## src/include/sic_defs.vh

```
// Purpose: Constants for the serial port interrupt and control block
// Assumes: Included by the top design file of the block only
// Notes: Register byte address is four times the register index
`ifndef SIC_DEFS_VH
`define SIC_DEFS_VH

// ----------------------------------------
// Register indices
// ----------------------------------------
`define SIC_IDX_PRIO 16'hFF20
`define SIC_IDX_IEN 16'hFF23
`define SIC_IDX_IFLG 16'hFF25
`define SIC_IDX_CFG 16'hFF48
`define SIC_IDX_CTL 16'hFF49
`define SIC_IDX_DATA 16'hFF4A

// ----------------------------------------
// Field positions
// ----------------------------------------
`define SIC_PRIO_LO 4
`define SIC_PRIO_HI 5
`define SIC_SRC_TX 0
`define SIC_SRC_RX 1
`define SIC_SRC_ERR 2
`define SIC_CFG_PINS 0
`define SIC_CFG_MODE_LO 1
`define SIC_CFG_MODE_HI 2
`define SIC_CFG_CLK_LO 3
`define SIC_CFG_CLK_HI 4
`define SIC_CFG_PODD 5
`define SIC_CFG_PON 6
`define SIC_CTL_TX_ENABLE_BIT 0
`define SIC_CTL_TX_TRIGGER 1
`define SIC_CTL_RX_ENABLE_BIT 2
`define SIC_CTL_RX_TRIGGER 3
`define SIC_CTL_OVR 4
`define SIC_CTL_PAR 5
`define SIC_CTL_FRM 6
`define SIC_DATA_MSB 7

// ----------------------------------------
// Encodings and reset values
// ----------------------------------------
`define SIC_MODE_ASYNC8 2'h3
`define SIC_MODE_ASYNC7 2'h2
`define SIC_MODE_SLAVE 2'h1
`define SIC_MODE_MASTER 2'h0
`define SIC_CLK_TIMER 2'h3
`define SIC_CLK_DIV4 2'h2
`define SIC_CLK_DIV8 2'h1
`define SIC_CLK_DIV16 2'h0
`define SIC_RST_BYTE 8'h00
`define SIC_RST_MODE 2'h0
`define SIC_RST_CLK 2'h0
`define SIC_VEC_TX 24'h000014
`define SIC_VEC_RX 24'h000012
`define SIC_VEC_ERR 24'h000010
`define SIC_VEC_NONE 24'h000000

// ----------------------------------------
// Pin slots on the shared port
// ----------------------------------------
`define SIC_PIN_SIN 0
`define SIC_PIN_SERIAL_OUT_PIN 1
`define SIC_PIN_SCLK 2
`define SIC_PIN_SERIAL_READY_PIN 3

`endif

```

## src/core/sic_sync.v

```verilog
// Purpose: Two-stage synchroniser for pin inputs
// Assumes: Inputs are asynchronous to clk_i
// Notes: First stage is read only by the second
`timescale 1ns/1ps
module sic_sync #(
	parameter WIDTH = 4
) (
	input wire clk_i, // System clock
	input wire rst_i, // Synchronous reset, high
	input wire ce_i, // Clock enable
	input wire [WIDTH-1:0] d_i, // Asynchronous input
	output reg [WIDTH-1:0] q_o // Synchronised output
);
	reg [WIDTH-1:0] meta_reg;

	always @(posedge clk_i) begin
		if (rst_i) begin
			meta_reg <= {WIDTH{1'b0}};
			q_o <= {WIDTH{1'b0}};
		end else if (ce_i) begin
			meta_reg <= d_i;
			q_o <= meta_reg;
		end
	end
endmodule

```

## src/core/sic_flag.v

```verilog
// Purpose: Sticky status flag with write-one-to-clear
// Assumes: All inputs on clk_i
// Notes: Set beats software clear; hold clear beats set
`timescale 1ns/1ps
module sic_flag (
	input wire clk_i, // System clock
	input wire rst_i, // Synchronous reset, high
	input wire ce_i, // Clock enable
	input wire set_i, // Event pulse
	input wire clr_i, // Software write of one
	input wire hold_i, // Force and hold at zero
	output reg flag_o // Flag state
);
	always @(posedge clk_i) begin
		if (rst_i) begin
			flag_o <= 1'b0;
		end else if (ce_i) begin
			if (hold_i) begin
				flag_o <= 1'b0;
			end else if (set_i) begin
				flag_o <= 1'b1;
			end else if (clr_i) begin
				flag_o <= 1'b0;
			end
		end
	end
endmodule

```

## src/core/sic_top.v

```verilog
// Purpose: Serial port interrupt flags, control registers and pin routing
// Assumes: Shift and framing datapath elsewhere, on clk_i, signals events
// Notes: Classic Wishbone slave, one wait state, 8-bit registers in low lane
//
// Design decision made here: the Wishbone interface to the registers.
`timescale 1ns/1ps
`include "sic_defs.vh"
module sic_top (
	input wire clk_i, // System clock, 200 MHz
	input wire rst_i, // Synchronous reset, high
	input wire ce_i, // Clock enable, freezes state when low
	// Wishbone
	input wire cyc_i, // Bus cycle
	input wire stb_i, // Strobe
	input wire we_i, // Write enable
	input wire [17:0] adr_i, // Byte address
	input wire [3:0] sel_i, // Byte selects
	input wire [31:0] dat_i, // Write data
	output reg [31:0] dat_o, // Read data
	output reg ack_o, // Acknowledge
	// CPU interrupt side
	input wire [1:0] cpu_mask_i, // CPU interrupt mask level
	output reg irq_req_o, // Interrupt request
	output reg [23:0] irq_vector_o, // Vector of requesting source
	// Datapath events
	input wire tx_done_i, // Word fully sent
	input wire rx_load_i, // Word moved to receive buffer
	input wire [7:0] rx_data_i, // Received word
	input wire parity_err_i, // Parity mismatch on loaded word
	input wire framing_err_i, // Stop bit low on loaded word
	// Datapath controls
	output reg [1:0] xfer_mode_o, // Transfer mode
	output reg [1:0] clk_src_o, // Shift clock source
	output reg parity_on_o, // Parity active
	output reg parity_odd_sel_o, // Odd parity when high
	output reg tx_enable_o, // Transmit enable
	output reg rx_enable_o, // Receive enable
	output reg tx_start_o, // Transmit start pulse
	output reg rx_trigger_o, // Receive start or buffer freed pulse
	output reg [7:0] tx_data_o, // Word to send
	// Serial function signals
	input wire serial_out_i, // Serial data out
	input wire ser_clk_out_i, // Serial clock out
	input wire ser_clk_oe_i, // Serial clock drive
	input wire ser_rdy_out_i, // Ready out
	input wire ser_rdy_oe_i, // Ready drive
	output reg serial_in_o, // Serial data in
	output reg ser_clk_in_o, // Serial clock in
	output reg ser_rdy_in_o, // Ready in
	// General I/O side
	input wire [3:0] gpio_out_i, // Port output values
	input wire [3:0] gpio_oe_i, // Port output enables
	output reg [3:0] gpio_in_o, // Port input values
	// Shared pins
	input wire [3:0] shared_port_pins_i, // Pin levels
	output reg [3:0] shared_port_pins_o, // Pin drive values
	output reg [3:0] shared_port_pins_oe_o // Pin drive enables
);
	// ----------------------------------------
	// Register state
	// ----------------------------------------
	reg [7:0] prio_reg, ien_reg, tx_buf_reg, rx_buf_reg, rd_next;
	reg [1:0] mode_reg, clk_reg;
	reg pins_reg, podd_reg, pon_reg, tx_enable_bit_reg, rx_enable_bit_reg;
	reg tx_busy_reg, rx_busy_reg, rx_full_reg;
	reg [23:0] vec_next;

	wire [3:0] pin_sync;
	wire tx_done_flag, rx_done_flag, rx_error_flag;
	wire overrun_err_bit, parity_err_bit, framing_err_bit;

	// ----------------------------------------
	// Bus decode
	// ----------------------------------------
	wire [15:0] idx = adr_i[17:2];
	wire req = cyc_i & stb_i;
	wire wr = req & we_i & ack_o & sel_i[0];
	wire [7:0] wd = dat_i[7:0];
	wire wr_prio = wr & (idx == `SIC_IDX_PRIO);
	wire wr_ien = wr & (idx == `SIC_IDX_IEN);
	wire wr_iflg = wr & (idx == `SIC_IDX_IFLG);
	wire wr_cfg = wr & (idx == `SIC_IDX_CFG);
	wire wr_ctl = wr & (idx == `SIC_IDX_CTL);
	wire wr_data = wr & (idx == `SIC_IDX_DATA);

	wire [1:0] serial_prio = {prio_reg[`SIC_PRIO_HI], prio_reg[`SIC_PRIO_LO]};
	wire is_async = mode_reg[1];
	wire par_live = pon_reg & is_async;
	wire tx_trigger_wr = wr_ctl & wd[`SIC_CTL_TX_TRIGGER];
	wire rx_trigger_wr = wr_ctl & wd[`SIC_CTL_RX_TRIGGER];
	wire rx_enable_bit_next = wr_ctl ? wd[`SIC_CTL_RX_ENABLE_BIT] : rx_enable_bit_reg;

	// ----------------------------------------
	// Receive event qualification
	// ----------------------------------------
	// Overlap of buffer release and new load still counts as overrun
	wire ovr_evt = rx_load_i & rx_enable_bit_reg & is_async & (rx_full_reg | rx_trigger_wr);
	wire par_evt = rx_load_i & rx_enable_bit_reg & par_live & parity_err_i;
	wire frm_evt = rx_load_i & rx_enable_bit_reg & is_async & framing_err_i;
	wire rx_evt = rx_load_i & rx_enable_bit_reg & ~ovr_evt;
	wire err_evt = ovr_evt | par_evt | frm_evt;
	wire tx_evt = tx_done_i & tx_busy_reg;

	// ----------------------------------------
	// Sticky flags
	// ----------------------------------------
	sic_flag u_tx_flag (.clk_i(clk_i), .rst_i(rst_i), .ce_i(ce_i),
		.set_i(tx_evt),
		.clr_i(wr_iflg & wd[`SIC_SRC_TX]),
		.hold_i(1'b0), .flag_o(tx_done_flag));

	sic_flag u_rx_flag (.clk_i(clk_i), .rst_i(rst_i), .ce_i(ce_i),
		.set_i(rx_evt | par_evt | frm_evt),
		.clr_i(wr_iflg & wd[`SIC_SRC_RX]),
		.hold_i(1'b0), .flag_o(rx_done_flag));

	sic_flag u_err_flag (.clk_i(clk_i), .rst_i(rst_i), .ce_i(ce_i),
		.set_i(err_evt),
		.clr_i(wr_iflg & wd[`SIC_SRC_ERR]),
		.hold_i(1'b0), .flag_o(rx_error_flag));

	sic_flag u_ovr_bit (.clk_i(clk_i), .rst_i(rst_i), .ce_i(ce_i),
		.set_i(ovr_evt),
		.clr_i(wr_ctl & wd[`SIC_CTL_OVR]),
		.hold_i(~rx_enable_bit_next), .flag_o(overrun_err_bit));

	sic_flag u_par_bit (.clk_i(clk_i), .rst_i(rst_i), .ce_i(ce_i),
		.set_i(par_evt),
		.clr_i(wr_ctl & wd[`SIC_CTL_PAR]),
		.hold_i(~rx_enable_bit_next), .flag_o(parity_err_bit));

	sic_flag u_frm_bit (.clk_i(clk_i), .rst_i(rst_i), .ce_i(ce_i),
		.set_i(frm_evt),
		.clr_i(wr_ctl & wd[`SIC_CTL_FRM]),
		.hold_i(~rx_enable_bit_next), .flag_o(framing_err_bit));

	// ----------------------------------------
	// Pin input synchroniser
	// ----------------------------------------
	sic_sync #(
		.WIDTH(4)
	) u_pin_sync (
		.clk_i(clk_i),
		.rst_i(rst_i),
		.ce_i(ce_i),
		.d_i(shared_port_pins_i),
		.q_o(pin_sync)
	);

	// ----------------------------------------
	// Bus slave and control registers
	// ----------------------------------------
	always @(posedge clk_i) begin
		if (rst_i) begin
			ack_o <= 1'b0;
			prio_reg <= `SIC_RST_BYTE;
			ien_reg <= `SIC_RST_BYTE;
			mode_reg <= `SIC_RST_MODE;
			clk_reg <= `SIC_RST_CLK;
			pins_reg <= 1'b0;
			podd_reg <= 1'b0;
			pon_reg <= 1'b0;
			tx_enable_bit_reg <= 1'b0;
			rx_enable_bit_reg <= 1'b0;
			tx_buf_reg <= `SIC_RST_BYTE;
		end else if (ce_i) begin
			ack_o <= req & ~ack_o;
			if (wr_prio) begin
				prio_reg <= wd;
			end
			if (wr_ien) begin
				ien_reg <= wd;
			end
			if (wr_cfg) begin
				pins_reg <= wd[`SIC_CFG_PINS];
				mode_reg <= wd[`SIC_CFG_MODE_HI:`SIC_CFG_MODE_LO];
				clk_reg <= wd[`SIC_CFG_CLK_HI:`SIC_CFG_CLK_LO];
				podd_reg <= wd[`SIC_CFG_PODD];
				pon_reg <= wd[`SIC_CFG_PON];
			end
			if (wr_ctl) begin
				tx_enable_bit_reg <= wd[`SIC_CTL_TX_ENABLE_BIT];
				rx_enable_bit_reg <= wd[`SIC_CTL_RX_ENABLE_BIT];
			end
			if (wr_data) begin
				tx_buf_reg <= wd;
			end
		end
	end

	// ----------------------------------------
	// Transfer status
	// ----------------------------------------
	always @(posedge clk_i) begin
		if (rst_i) begin
			tx_busy_reg <= 1'b0;
			rx_busy_reg <= 1'b0;
			rx_full_reg <= 1'b0;
			rx_buf_reg <= `SIC_RST_BYTE;
			tx_start_o <= 1'b0;
			rx_trigger_o <= 1'b0;
		end else if (ce_i) begin
			tx_start_o <= tx_trigger_wr & tx_enable_bit_reg & ~tx_busy_reg;
			rx_trigger_o <= rx_trigger_wr & rx_enable_bit_reg;
			if (wr_ctl & ~wd[`SIC_CTL_TX_ENABLE_BIT]) begin
				tx_busy_reg <= 1'b0;
			end else if (tx_trigger_wr & tx_enable_bit_reg) begin
				tx_busy_reg <= 1'b1;
			end else if (tx_evt) begin
				tx_busy_reg <= 1'b0;
			end
			if (~rx_enable_bit_next) begin
				rx_busy_reg <= 1'b0;
				rx_full_reg <= 1'b0;
			end else begin
				if (rx_trigger_wr) begin
					rx_busy_reg <= 1'b1;
				end else if (rx_load_i & ~is_async) begin
					rx_busy_reg <= 1'b0;
				end
				if (rx_load_i & rx_enable_bit_reg) begin
					rx_full_reg <= 1'b1;
				end else if (rx_trigger_wr) begin
					rx_full_reg <= 1'b0;
				end
			end
			if (rx_load_i & rx_enable_bit_reg) begin
				// Parity slot of 7-bit word loads as zero
				rx_buf_reg <= {rx_data_i[`SIC_DATA_MSB] &
					~(par_live & (mode_reg == `SIC_MODE_ASYNC7)),
					rx_data_i[`SIC_DATA_MSB-1:0]};
			end
		end
	end

	// ----------------------------------------
	// Read mux
	// ----------------------------------------
	always @* begin
		rd_next = `SIC_RST_BYTE;
		if (idx == `SIC_IDX_PRIO) begin
			rd_next = prio_reg;
		end else if (idx == `SIC_IDX_IEN) begin
			rd_next = ien_reg;
		end else if (idx == `SIC_IDX_IFLG) begin
			rd_next[`SIC_SRC_TX] = tx_done_flag;
			rd_next[`SIC_SRC_RX] = rx_done_flag;
			rd_next[`SIC_SRC_ERR] = rx_error_flag;
		end else if (idx == `SIC_IDX_CFG) begin
			rd_next[`SIC_CFG_PINS] = pins_reg;
			rd_next[`SIC_CFG_MODE_HI:`SIC_CFG_MODE_LO] = mode_reg;
			rd_next[`SIC_CFG_CLK_HI:`SIC_CFG_CLK_LO] = clk_reg;
			rd_next[`SIC_CFG_PODD] = podd_reg;
			rd_next[`SIC_CFG_PON] = pon_reg;
		end else if (idx == `SIC_IDX_CTL) begin
			rd_next[`SIC_CTL_TX_ENABLE_BIT] = tx_enable_bit_reg;
			rd_next[`SIC_CTL_TX_TRIGGER] = tx_busy_reg;
			rd_next[`SIC_CTL_RX_ENABLE_BIT] = rx_enable_bit_reg;
			rd_next[`SIC_CTL_RX_TRIGGER] = rx_busy_reg;
			rd_next[`SIC_CTL_OVR] = overrun_err_bit;
			rd_next[`SIC_CTL_PAR] = parity_err_bit;
			rd_next[`SIC_CTL_FRM] = framing_err_bit;
		end else if (idx == `SIC_IDX_DATA) begin
			rd_next = rx_buf_reg;
		end
	end

	always @(posedge clk_i) begin
		if (rst_i) begin
			dat_o <= 32'h00000000;
		end else if (ce_i) begin
			dat_o <= {24'h000000, rd_next};
		end
	end

	// ----------------------------------------
	// Interrupt request and vector
	// ----------------------------------------
	wire prio_ok = serial_prio > cpu_mask_i;
	wire req_tx = tx_done_flag & ien_reg[`SIC_SRC_TX];
	wire req_rx = rx_done_flag & ien_reg[`SIC_SRC_RX];
	wire req_err = rx_error_flag & ien_reg[`SIC_SRC_ERR];

	always @* begin
		vec_next = `SIC_VEC_NONE;
		if (req_err) begin
			vec_next = `SIC_VEC_ERR;
		end else if (req_rx) begin
			vec_next = `SIC_VEC_RX;
		end else if (req_tx) begin
			vec_next = `SIC_VEC_TX;
		end
	end

	always @(posedge clk_i) begin
		if (rst_i) begin
			irq_req_o <= 1'b0;
			irq_vector_o <= `SIC_VEC_NONE;
		end else if (ce_i) begin
			irq_req_o <= prio_ok & (req_tx | req_rx | req_err);
			irq_vector_o <= prio_ok ? vec_next : `SIC_VEC_NONE;
		end
	end

	// ----------------------------------------
	// Control outputs and pin routing
	// ----------------------------------------
	always @(posedge clk_i) begin
		if (rst_i) begin
			xfer_mode_o <= `SIC_RST_MODE;
			clk_src_o <= `SIC_RST_CLK;
			parity_on_o <= 1'b0;
			parity_odd_sel_o <= 1'b0;
			tx_enable_o <= 1'b0;
			rx_enable_o <= 1'b0;
			tx_data_o <= `SIC_RST_BYTE;
			serial_in_o <= 1'b1;
			ser_clk_in_o <= 1'b1;
			ser_rdy_in_o <= 1'b1;
			gpio_in_o <= 4'h0;
			shared_port_pins_o <= 4'h0;
			shared_port_pins_oe_o <= 4'h0;
		end else if (ce_i) begin
			xfer_mode_o <= mode_reg;
			clk_src_o <= clk_reg;
			parity_on_o <= par_live;
			parity_odd_sel_o <= podd_reg & par_live;
			tx_enable_o <= tx_enable_bit_reg;
			rx_enable_o <= rx_enable_bit_reg;
			tx_data_o <= tx_buf_reg;
			gpio_in_o <= pin_sync;
			if (pins_reg) begin
				serial_in_o <= pin_sync[`SIC_PIN_SIN];
				ser_clk_in_o <= pin_sync[`SIC_PIN_SCLK];
				ser_rdy_in_o <= pin_sync[`SIC_PIN_SERIAL_READY_PIN];
				shared_port_pins_o[`SIC_PIN_SIN] <= 1'b0;
				shared_port_pins_oe_o[`SIC_PIN_SIN] <= 1'b0;
				shared_port_pins_o[`SIC_PIN_SERIAL_OUT_PIN] <= serial_out_i;
				shared_port_pins_oe_o[`SIC_PIN_SERIAL_OUT_PIN] <= 1'b1;
				shared_port_pins_o[`SIC_PIN_SCLK] <= ser_clk_out_i;
				shared_port_pins_oe_o[`SIC_PIN_SCLK] <= ser_clk_oe_i;
				shared_port_pins_o[`SIC_PIN_SERIAL_READY_PIN] <= ser_rdy_out_i;
				shared_port_pins_oe_o[`SIC_PIN_SERIAL_READY_PIN] <= ser_rdy_oe_i;
			end else begin
				serial_in_o <= 1'b1;
				ser_clk_in_o <= 1'b1;
				ser_rdy_in_o <= 1'b1;
				shared_port_pins_o <= gpio_out_i;
				shared_port_pins_oe_o <= gpio_oe_i;
			end
		end
	end
endmodule

```

## config.mk

```make
export PLATFORM = sky130hd
export DESIGN_NAME = sic_top
export DESIGN_NICKNAME = d
export VERILOG_FILES = /design/src/core/sic_sync.v /design/src/core/sic_flag.v /design/src/core/sic_top.v
export VERILOG_INCLUDE_DIRS = /design/src /design/src/include
export SDC_FILE = /design/constraint.sdc
export NUM_CORES = 1
export LEC_CHECK = 0
export BUFFER_PORTS_ARGS = -buffer_cell sky130_fd_sc_hd__buf_2
export CELL_PAD_IN_SITES_DETAIL_PLACEMENT = 1
export CELL_PAD_IN_SITES_GLOBAL_PLACEMENT = 2
export CORE_UTILIZATION = 31
export CTS_CLUSTER_SIZE = 8
export DETAILED_ROUTE_END_ITERATION = 8
export GPL_TIMING_DRIVEN = 0
export PLACE_DENSITY = 0.87
export RECOVER_POWER = 50
export SKIP_LAST_GASP = 1
export SLEW_MARGIN = 15
export SYNTH_ARGS = -nofsm -noshare
export SYNTH_HDL_FRONTEND = slang
export SYNTH_SLANG_ARGS = --single-unit
```

## constraint.sdc

```tcl
create_clock -name clk_i -period 5.1 [get_ports clk_i]
set_clock_uncertainty 0.05 [all_clocks]
set_input_delay 0.51 -clock clk_i [delete_from_list [all_inputs] [get_ports clk_i]]
set_output_delay 0.51 -clock clk_i [all_outputs]
set_load 0.05 [all_outputs]
```

Yosys cells after proc, flatten, opt, wreduce, memory -nomap -nowiden
Index checks and enable logic that the tools add are counted.
W data, S select, Z words.
{ "word_totals": {"wordCells": 169, "register_bits": 125, "out_inout_bits": 91, "in_bits": 91} }
{ "op_classes": {"n_lt_le_gt_ge": 1, "eq_ne": 12, "bitwise": 53, "n_reduce_logical": 19, "n_mux": 43} }
{ "ops": {"columns": ["operator", "n"], "rows": [
  ["$eq A16 B16 Y1 const B", 6],
  ["$and A1 B1 Y1", 40],
  ["$mux W1", 30],
  ["$reduce_and A2 Y1", 15],
  ["$mux W24", 1],
  ["$mux W8", 3],
  ["$mux W5", 4],
  ["$mux W7", 2],
  ["$ne A3 B1 Y1 const B", 3],
  ["$mux W4", 2],
  ["$or A1 B1 Y1", 7],
  ["$ne A3 B2 Y1 const B", 2],
  ["$not A1 Y1", 6],
  ["$reduce_bool A2 Y1", 3],
  ["$mux W3", 1],
  ["$reduce_bool A3 Y1", 1],
  ["$eq A2 B2 Y1 const B", 1],
  ["$gt A2 B2 Y1", 1]
]} }

Logic depth before layout (Yosys ltp)
Gate-level depths: netlist of the first run.
{ "depth": {"depth_word": 14, "depth_mapped": 8, "mapped_depth_nobuf": 7} }

Cells and area by module
Synthesis of the first run repeated with hierarchy kept, for this count alone.
{ "unflattened": {"hier_cells": 565, "hier_area_um2": 5076.1} }
{ "modules_own_cells": {"columns": ["mod", "area_per_inst_um2", "n_inst", "seq_area_each_um2", "cells_each"], "rows": [
  ["sic_top", 4520.6, 1, 1781.7, 509],
  ["sic_sync", 285.3, 1, 160.2, 26],
  ["sic_flag", 45.0, 6, 20.0, 5]
]} }

Worst setup path before layout of the first run
Ideal clock, no wire load.
{ "synth_path": {"path_kind": "reg2reg", "startpoint": "register ack_o", "endpoint": "register ien_reg[0]", "path_slack_ps": 2952, "synth_period_minus_slack_ps": 2148, "t_required_ps": 4922, "arrival_time_ps": 1970, "setup_time_ps": 128, "path_stages_with_launch": 6, "n_path_buf": 0, "path_cell_list": "dfxtp_1 -> and4_2 -> nand3_4 -> nor4_4 -> mux2i_1 -> nor2_1"} }
{ "synth_via": {"elab_chain_cells": 4} }
{ "synth_lines": {"columns": ["element", "line", "source"], "rows": [
  ["from (decl)", "sic_top.v:20", "output reg ack_o,"],
  ["from (signal assigned)", "sic_top.v:167", "ack_o <= req & ~ack_o;"],
  ["$and A1 B1 Y1 (2 in a row)", "sic_top.v:77", "wire wr = req & we_i & ack_o & sel_i[0];"],
  ["$and A1 B1 Y1", "sic_top.v:80", "wire wr_ien = wr & (idx == `SIC_IDX_IEN);"],
  ["$reduce_and A2 Y1 (no line)", null, null],
  ["to (signal assigned)", "sic_top.v:157", "ien_reg <= `SIC_RST_BYTE;"],
  ["to (signal assigned)", "sic_top.v:172", "ien_reg <= wd;"],
  ["to (decl)", "sic_top.v:62", "reg [7:0] prio_reg, ien_reg, tx_buf_reg, rx_buf_reg, rd_next;"]
]} }
No other way between the ends.
A chain may end at the register's enable or synchronous reset.

==> flow_metrics.env, run 1 <==
export IMPL_finalInstanceArea_sq_um=6190
export IMPL_wl_met2_mm=7.95
export IMPL_wl_met3_mm=1.32
export IMPL_yosysTopAreaCell="dfxtp_1"
export IMPL_crit_type="input pin to flop"
export IMPL_relSlewSlack_pct=44.5
export IMPL_antenna_cells=0
export IMPL_dieArea_sq_um=16600
export IMPL_drt_iter0_markers=187
export IMPL_synth_common_cells="dfxtp_1, nor2_1, mux2i_1, buf_4, nand2_1"
export IMPL_worst_pin_slew_ns=0.832
export IMPL_dr_pass1_iters=4
export IMPL_io_pins=182
export IMPL_ys_ff_latch=103
export IMPL_nNetsFinal=812
export IMPL_grt_overflow=0
export IMPL_pre_cts_ws_ns=2.72
export IMPL_fin_crit_ns=2.31
export IMPL_worst_slack_ns=2.79
export IMPL_total_leakage_power_nw=2.61
export IMPL_grt_pass1_wl_mm=25.1
export IMPL_wl_met1_mm=7.11
export IMPL_grt_pass1_vias=4598
export IMPL_hpwl_mm=12.8
export IMPL_synth_top_family_by_area="simple AND/OR/NAND/NOR gates"
export IMPL_async_reset_ff_share_pct=0
export IMPL_rsz0062_at_grt="no"
export IMPL_syn_instance_count=559
export IMPL_die_x_microns=129
export IMPL_routabilityCongestion=0.891
export IMPL_synth_xor_area_share_pct=0
export IMPL_fin_setup_tns_ns=0
export IMPL_end_kind="flop"
export IMPL_power_mw=1.77
export IMPL_layout_drive_gt1_share_pct=19.2
export IMPL_seq_area_frac_synth_pct=41.3
export IMPL_grt_max_degree=18
export IMPL_dr_max_layer_used="met4"
export IMPL_rows=46
export IMPL_route_detailed_drc=0
export IMPL_status="completed"
export IMPL_yosysWarnings=0
export IMPL_cts_sinks=103
export IMPL_critPathLaunchType="input pin"
export IMPL_hold_end="shared_port_pins_o[0]"
export IMPL_wl_per_cell_microns=17.8
export IMPL_place_area_sq_um=5960
export IMPL_cts_root_buf="clkbuf_16"
export IMPL_antenna_found_initial=0
export IMPL_crit_reg2reg_launch="ack_o"
export IMPL_synth_compound_area_share_pct=12.7
export IMPL_netlist_area_leader_share_pct=41.3
export IMPL_ys_top_cells_by_area="dfxtp_1, mux2i_1, buf_4"
export IMPL_hold_path_depth=3
export IMPL_worst_path_max_fanout=10
export IMPL_ant_nets=0
export IMPL_nFillCells=1970
export IMPL_cts_htree_levels=3
export IMPL_wirelength_mm=16.7
export IMPL_cts_clk_slew_worst_paths_ns=0.07
export IMPL_dieHeight_microns=129
export IMPL_routed_via_density=4.87
export IMPL_synth_cell_type_count=58
export IMPL_synth_simple_area_share_pct=20.9
export IMPL_vias=4577
export IMPL_maxCapViolations=0
export IMPL_clockBufferDepth=2
export IMPL_tritoncts="built"
export IMPL_yosys_most_used_dff="dfxtp_1"
export IMPL_avgSynthCellArea_sq_um=8.94
export IMPL_finalSetupViolCount=0
export IMPL_hp_start="gpio_out_i[0]"
export IMPL_p_per_area_nw_per_um2=287
export IMPL_synthMuxAreaShare_pct=13.6
export IMPL_clk_latency_ns=0.36
export IMPL_start_util_pct=31.6
export IMPL_synth_most_common_cell="dfxtp_1"
export IMPL_ir_worst_vdd_mv=0.178
export IMPL_ctsHoldBuffers=0
export IMPL_synth_area_sq_um=5000
export IMPL_portBuffers=105
export IMPL_r2r_end="prio_reg[2]"
export IMPL_synthAdderAreaFrac_pct=0.501
export IMPL_post_cts_buffers=0
export IMPL_synth_edf_count=0
export IMPL_coreArea_sq_um=15800
export IMPL_slew_violations=0
export IMPL_fmax_mhz=433
export IMPL_r2r_setup_slack_ns=2.93
export IMPL_syn_to_final_growth_pct=23.8
export IMPL_r2r_cells=6
export IMPL_cts_buffers=9
export IMPL_hp_class="input pin to flop"
export IMPL_fin_crit_sh_pct=45.3
export IMPL_hold_viol_final=0
export IMPL_cts_repair_resized=0
export IMPL_cp_data_required_time_ns=5.30
export IMPL_grtUsageTotal_pct=20.4
export IMPL_worstPathArrival_ns=2.51
worst max-delay path, stage by stage:
cell	delay, ns
clkbuf_1	0.43
clkbuf_1	0.56
clkbuf_1	0.47
o31ai_1	0.21
a21oi_1	0.22
a21oi_1	0.09
layout by cell type (no fill, tap or decap), types with 6 or more instances in the layout:
cell       count
a211oi_1       6
a21oi_1       29
a22o_1         7
and4_1         6
buf_2         65
buf_4         47
clkbuf_1      73
clkbuf_16      9
conb_1        45
dfxtp_1      103
inv_1         12
mux2i_1       68
nand2_1       38
nand2b_1       6
nand3_1       12
nand3b_1       8
nand4_1        6
nor2_1        82
nor3_1         8
o21ai_0       12
metrics by stage:
step / util [%] / instances / hold slack [ns]
after floorplan: - / 603 / 0.382
after global placement: 37.7 / 924 / 0.393
after detailed placement: 37.7 / 924 / 0.405
after CTS: 39.5 / 939 / 0.332
after global routing: 39.1 / 939 / 0.358
final: 39.1 / 939 / 0.338
how the worst max path moves through the flow:
stage                        start     endpoint  slack (ns)
after global placement    adr_i[8]     dat_o[7]        2.67
after CTS                    ack_o  prio_reg[2]        2.99
after global routing          ce_i     dat_o[6]        2.68
after floorplan              ack_o   ien_reg[0]        2.95
after detailed placement  adr_i[8]     dat_o[7]        2.72
final                         ce_i     dat_o[6]        2.79
logic make-up after synthesis:
kind of cell | count (synthesis)
AO/OA/AOI/OAI | 93
adder cells (fa/ha/maj) | 2
buffers and inverters | 96
flip-flops | 103
multiplexers | 68
other | 1
AND/OR/NAND/NOR | 196
layer usage:
layer  GRT usage [%]  vias to the layer above
met2            34.4                      170
met4            6.51                        0
met1            25.0                     2204
li1                -                     2180
met5               0                        -
met3            5.82                       23
power breakdown:
part / leakage [nW] / internal, mW / switching [mW] / total, mW
clock network: 0.146 / 0.382 / 0.320 / 0.702
logic: 1.63 / 0.0688 / 0.184 / 0.253
registers: 0.833 / 0.813 / 0.00538 / 0.818
total: 2.61 / 1.26 / 0.510 / 1.77
cell type report:
| class | instances | area (sq um) | area share, % |
|---|---|---|---|
| Multi-Input combinational cell | 404 | 2550 | 41.2 |
| Sequential cell | 103 | 2060 | 33.3 |
| Buffer | 84 | 503 | 8.13 |
| Timing Repair Buffer | 105 | 468 | 7.56 |
| Tap cell | 216 | 270 | 4.37 |
| Clock buffer | 9 | 225 | 3.64 |
| Clock inverter | 6 | 66.3 | 1.07 |
| Inverter | 12 | 45.0 | 0.728 |
No activity file was read; power rests on OpenSTA's default activity.
==> inputs of run 2 (changes only) <==
- ABC_AREA: unset -> 1
- CORE_UTILIZATION: 31 -> 26
- PLACE_DENSITY: 0.87 -> 0.8
- clock period: 5.1 -> 2.2 ns (I/O delays scaled with it)
==> flow_metrics.env, run 2 <==
export IMPL_synthMuxAreaShare_pct=0
export IMPL_slew_violations=0
export IMPL_synth_compound_area_share_pct=17.3
export IMPL_grt_overflow=0
export IMPL_hp_class="input pin to flop"
export IMPL_holdWs_ns=0.0287
export IMPL_wirelength_mm=16.9
export IMPL_dr_pass1_iters=4
export IMPL_layout_common_cells="nand2_1, dfxtp_1, a21oi_1"
export IMPL_post_cts_buffers=0
export IMPL_routabilityCongestion=0.809
export IMPL_grt_pass1_wl_mm=26.0
export IMPL_ys_ff_latch=103
export IMPL_antenna_cells=0
export IMPL_cts_buffers=9
export IMPL_synth_common_cells="nand2_1, dfxtp_1, a21oi_1, inv_1, nor2_1"
export IMPL_die_x_microns=139
export IMPL_fmax_mhz=528
export IMPL_yosysTopAreaCell="dfxtp_1"
export IMPL_critPathLaunchType="flop"
export IMPL_ant_nets=0
export IMPL_async_reset_ff_share_pct=0
export IMPL_yosys_most_used_dff="dfxtp_1"
export IMPL_grt_max_degree=19
export IMPL_wl_met1_mm=8.15
export IMPL_internal_power_mw=2.84
export IMPL_register_area_sq_um=2060
export IMPL_utilization_pct=33.5
export IMPL_synth_xor_area_share_pct=0
export IMPL_cts_htree_levels=3
export IMPL_tritoncts="built"
export IMPL_wl_met2_mm=7.97
export IMPL_cts_clk_slew_worst_paths_ns=0.08
export IMPL_fin_crit_sh_pct=86.0
export IMPL_end_kind="flop"
export IMPL_dieArea_sq_um=19400
export IMPL_final_common_cell="nand2_1"
export IMPL_synth_cell_type_count=34
export IMPL_sw_frac_of_total_pct=31.3
export IMPL_grtUsageTotal_pct=17.7
export IMPL_rsz0062_at_grt="no"
export IMPL_ys_top_cells_by_area="dfxtp_1, nand2_1, a21oi_1"
export IMPL_seq_area_frac_synth_pct=42.0
export IMPL_coreArea_sq_um=18200
export IMPL_fin_setup_tns_ns=0
export IMPL_hold_viol_final=0
export IMPL_syn_to_final_growth_pct=24.3
export IMPL_clockBufferDepth=2
export IMPL_netlist_area_leader_share_pct=42.0
export IMPL_power_switching_mw=1.29
export IMPL_clk_latency_ns=0.37
export IMPL_route_detailed_drc=0
export IMPL_ir_worst_vdd_mv=0.366
export IMPL_worst_path_max_fanout=10
export IMPL_maxCapViolations=0
export IMPL_total_leakage_power_nw=2.63
export IMPL_multi_input_area_sq_um=2250
export IMPL_status="completed"
export IMPL_drt_iter0_markers=205
export IMPL_antenna_found_initial=0
export IMPL_cts_root_buf="clkbuf_16"
export IMPL_synth_most_common_cell="nand2_1"
export IMPL_ctsHoldBuffers=0
export IMPL_avgSynthCellArea_sq_um=7.21
export IMPL_combPwrFrac_pct=15.1
export IMPL_worstPathArrival_ns=2.08
export IMPL_synth_top_family_by_area="simple AND/OR/NAND/NOR gates"
export IMPL_io_pins=182
export IMPL_cp_data_required_time_ns=2.38
export IMPL_cts_repair_resized=0
export IMPL_portBuffers=105
export IMPL_dr_max_layer_used="met4"
export IMPL_layout_drive_gt1_share_pct=19.6
export IMPL_nFillCells=2334
export IMPL_syn_instance_count=681
export IMPL_synth_simple_area_share_pct=24.5
export IMPL_wl_met3_microns=611
export IMPL_finalSetupViolCount=0
export IMPL_start_util_pct=27.0
export IMPL_cts_sinks=103
export IMPL_rows=49
export IMPL_seqPwrFrac_pct=46.5
export IMPL_hpwl_mm=12.9
export IMPL_clockPowerShare_pct=38.4
export IMPL_synth_edf_count=0
export IMPL_p_per_area_nw_per_um2=677
export IMPL_synth_area_sq_um=4910
export IMPL_dieHeight_microns=139
export IMPL_wl_per_cell_microns=15.7
export IMPL_fin_crit_ns=1.89
export IMPL_relSlewSlack_pct=51.2
export IMPL_vias=4821
export IMPL_synthAdderAreaFrac_pct=0.510
export IMPL_nNetsFinal=934
export IMPL_routed_via_density=4.48
export IMPL_worst_pin_slew_ns=0.732
export IMPL_grt_pass1_vias=4678
export IMPL_yosysWarnings=0
export IMPL_crit_type="flop to flop"
run 2: cell types whose count changed in the layout (fill, tap and decap cells not counted), moves of 8 or more:
cell	change
a21oi_1	+50
mux2i_1	-68
o21ai_1	+13
nor2_1	-20
nand3_1	+25
nand2_1	+83
nand2_2	+8
inv_1	+54
o21ai_0	+46
run 2: per-layer routing:
layer | up-vias | track usage (%)
li1 | 2431 | -
met1 | 2281 | 23.4
met2 | 97 | 29.6
met3 | 12 | 2.65
met4 | 0 | 5.79
met5 | - | 0
run 2: area by class of cell:
type	count	area share, %
repair buffers	105	7.69
clock inverters	7	0.902
flip-flops and latches	103	33.8
clock buffers	9	3.69
inverters	74	4.57
well taps	229	4.69
plain buffers	75	7.89
multi-input cells	473	36.8
run 2: worst paths after layout:
kind | from | end | slack [ns] | depth (start not counted)
worst max-delay path | ack_o | pins_reg | 0.31 | 8
worst min-delay path | shared_port_pins_i[2] | u_pin_sync.meta_reg[2] | 0.03 | 3
worst max register to register | ack_o | pins_reg | 0.31 | 8
worst min register to register | prio_reg[6] | prio_reg[6] | 0.40 | 2
run 2: cells by family (layout without fill, tap and decap cells):
kind of cell,Yosys count,count (layout)
AOI/OAI and AO/OA,163,163
adders and majority gates,2,2
buffers and inverters,149,270
DFF,103,103
other,1,45
and+or+nand+nor,263,263
run 2: worst max-delay path, cell delays in order, from the launching register on:
cell and delay, ns:
dfxtp_1 0.40, nand3_2 0.12, nor2_4 0.26, nand2_4 0.16, clkinv_2 0.14, nand3_2 0.17, buf_6 0.20, o21ai_0 0.17
a21oi_1 0.08
run 2: per-stage QoR:
step / power (mW) / cell area (sq um) / instances / worst slack [ns]
finish: 4.13 / 6100 / 1075 / 0.307
global route: 4.28 / 6100 / 1075 / 0.176
CTS: 4.18 / 6170 / 1075 / 0.294
detailed placement: 2.60 / 5890 / 1059 / 0.292
global placement: 2.59 / 5890 / 1059 / 0.304
floorplan: 2.43 / 5080 / 725 / 0.384
run 2: power by group through the flow:
stage	Combinational (mW)	Clock, mW	Sequential [mW]
after floorplan	0.368	0	2.06
after global placement	0.629	0	1.96
after detailed placement	0.633	0	1.96
after CTS	0.635	1.63	1.92
after global routing	0.667	1.69	1.93
final	0.625	1.59	1.92
==> inputs of run 3 (changes only) <==
- ABC_AREA: 1 -> unset
- CORE_UTILIZATION: 26 -> 28
==> flow_metrics.env, run 3 (same netlist as run 1, synthesis figures left out) <==
export IMPL_finalSetupViolCount=0
export IMPL_grt_pass1_vias=4700
export IMPL_route_detailed_drc=0
export IMPL_final_common_cell="dfxtp_1"
export IMPL_hp_class="input pin to flop"
export IMPL_grt_max_degree=20
export IMPL_syn_to_final_growth_pct=24.4
export IMPL_coreArea_sq_um=17400
export IMPL_clk_latency_ns=0.36
export IMPL_post_cts_buffers=0
export IMPL_start_util_pct=28.8
export IMPL_end_kind="flop"
export IMPL_crit_type="flop to flop"
export IMPL_die_x_microns=136
export IMPL_wl_met3_mm=1.22
export IMPL_crit_buf_inv=0
export IMPL_place_area_sq_um=5970
export IMPL_cts_htree_levels=3
export IMPL_ir_worst_vdd_mv=0.380
export IMPL_grt_pass1_wl_mm=26.4
export IMPL_dieHeight_microns=136
export IMPL_status="completed"
export IMPL_cts_buffers=9
export IMPL_fin_cells=949
export IMPL_drt_iter0_markers=256
export IMPL_power_mw=4.11
export IMPL_vias=4516
export IMPL_worst_slack_ns=0.158
export IMPL_wl_met1_mm=7.51
export IMPL_worst_pin_slew_ns=0.838
export IMPL_cts_clk_slew_worst_paths_ns=0.08
export IMPL_wirelength_mm=17.0
export IMPL_relSlewSlack_pct=43.7
export IMPL_place_inst=933
export IMPL_nFillCells=2132
export IMPL_grtUsageTotal_pct=19.1
export IMPL_hold_viol_final=0
export IMPL_holdWs_ns=0.0483
export IMPL_slowest_delay_ns=0.70
export IMPL_clockBufferDepth=2
export IMPL_fmax_mhz=490
export IMPL_antenna_found_initial=0
export IMPL_cts_root_buf="clkbuf_16"
export IMPL_hpwl_mm=13.1
export IMPL_wl_met2_mm=8.07
export IMPL_portBuffers=105
export IMPL_path_cells="and4_2 > nand3_4 > nor4_4 > mux2i_1 > nor2_1"
export IMPL_register_area_sq_um=2060
export IMPL_slowest_stage="nor4_4"
export IMPL_slew_violations=0
export IMPL_dr_pass1_iters=4
export IMPL_fin_crit_sh_pct=92.8
export IMPL_worst_path_max_fanout=8
export IMPL_layout_common_cells="dfxtp_1, nor2_1, clkbuf_1"
export IMPL_p_per_area_nw_per_um2=661
export IMPL_worstPathArrival_ns=2.23
export IMPL_cpLargestDelayFamily="simple AND/OR/NAND/NOR gates"
export IMPL_dr_max_layer_used="met4"
export IMPL_pre_cts_ws_ns=0.0481
export IMPL_r2r_setup_slack_ns=0.16
export IMPL_utilization_pct=35.8
export IMPL_maxCapViolations=0
export IMPL_rows=48
export IMPL_dieArea_sq_um=18400
export IMPL_rsz0062_at_grt="no"
export IMPL_grt_overflow=0
export IMPL_finalInstanceArea_sq_um=6220
export IMPL_antenna_cells=0
export IMPL_io_pins=182
export IMPL_critPathLaunchType="flop"
export IMPL_total_leakage_power_nw=2.61
export IMPL_layout_drive_gt1_share_pct=19.8
export IMPL_routabilityCongestion=0.866
export IMPL_fin_crit_ns=2.04
export IMPL_cts_sinks=103
export IMPL_nNetsFinal=812
export IMPL_cp_data_required_time_ns=2.39
export IMPL_multi_input_area_sq_um=2550
export IMPL_fin_setup_tns_ns=0
export IMPL_tritoncts="built"
export IMPL_wl_per_cell_microns=17.9
export IMPL_ant_nets=0
export IMPL_routed_via_density=4.76
-- run 3: cell type report --
type / instances / share of cell area (%)
Tap cell: 225 / 4.53
Buffer: 84 / 8.09
Clock inverter: 6 / 1.01
Multi-Input combinational cell: 404 / 41.1
Timing Repair Buffer: 105 / 7.53
Clock buffer: 10 / 3.84
Inverter: 12 / 0.725
Sequential cell: 103 / 33.2
-- run 3: report_power, final --
| group | switching, mW | internal [mW] | total (mW) |
|---|---|---|---|
| registers | 0.0126 | 1.88 | 1.90 |
| clock network | 0.796 | 0.827 | 1.62 |
| logic | 0.427 | 0.160 | 0.587 |
| total | 1.24 | 2.87 | 4.11 |
-- run 3: routing by layer --
metal	vias up	track usage [%]
met1	2171	24.3
met3	16	4.49
met2	152	32.7
met4	0	4.12
met5	-	0
li1	2177	-
-- run 3: tightest hold or removal path, delay by kind of cell --
| kind | cells | cell delay, ns |
|---|---|---|
| muxes | 1 | 0.06 |
| and+or+nand+nor | 1 | 0.07 |
| buffers and inverters | 1 | 0.08 |
-- run 3: worst paths after layout --
| check | start | endpoint | cells after the start |
|---|---|---|---|
| worst min register to register | prio_reg[7] | prio_reg[7] | 2 |
| worst min-delay path | shared_port_pins_i[1] | u_pin_sync.meta_reg[1] | 3 |
| worst max register to register | ack_o | ien_reg[1] | 5 |
| worst max-delay path | ack_o | ien_reg[1] | 5 |
-- run 3: timing repair --
| item | CTS | global route |
|---|---|---|
| gates resized for setup | 0 | 1 |
| hold buffers | 0 | 0 |
| setup endpoints to repair | 0 | 5 |
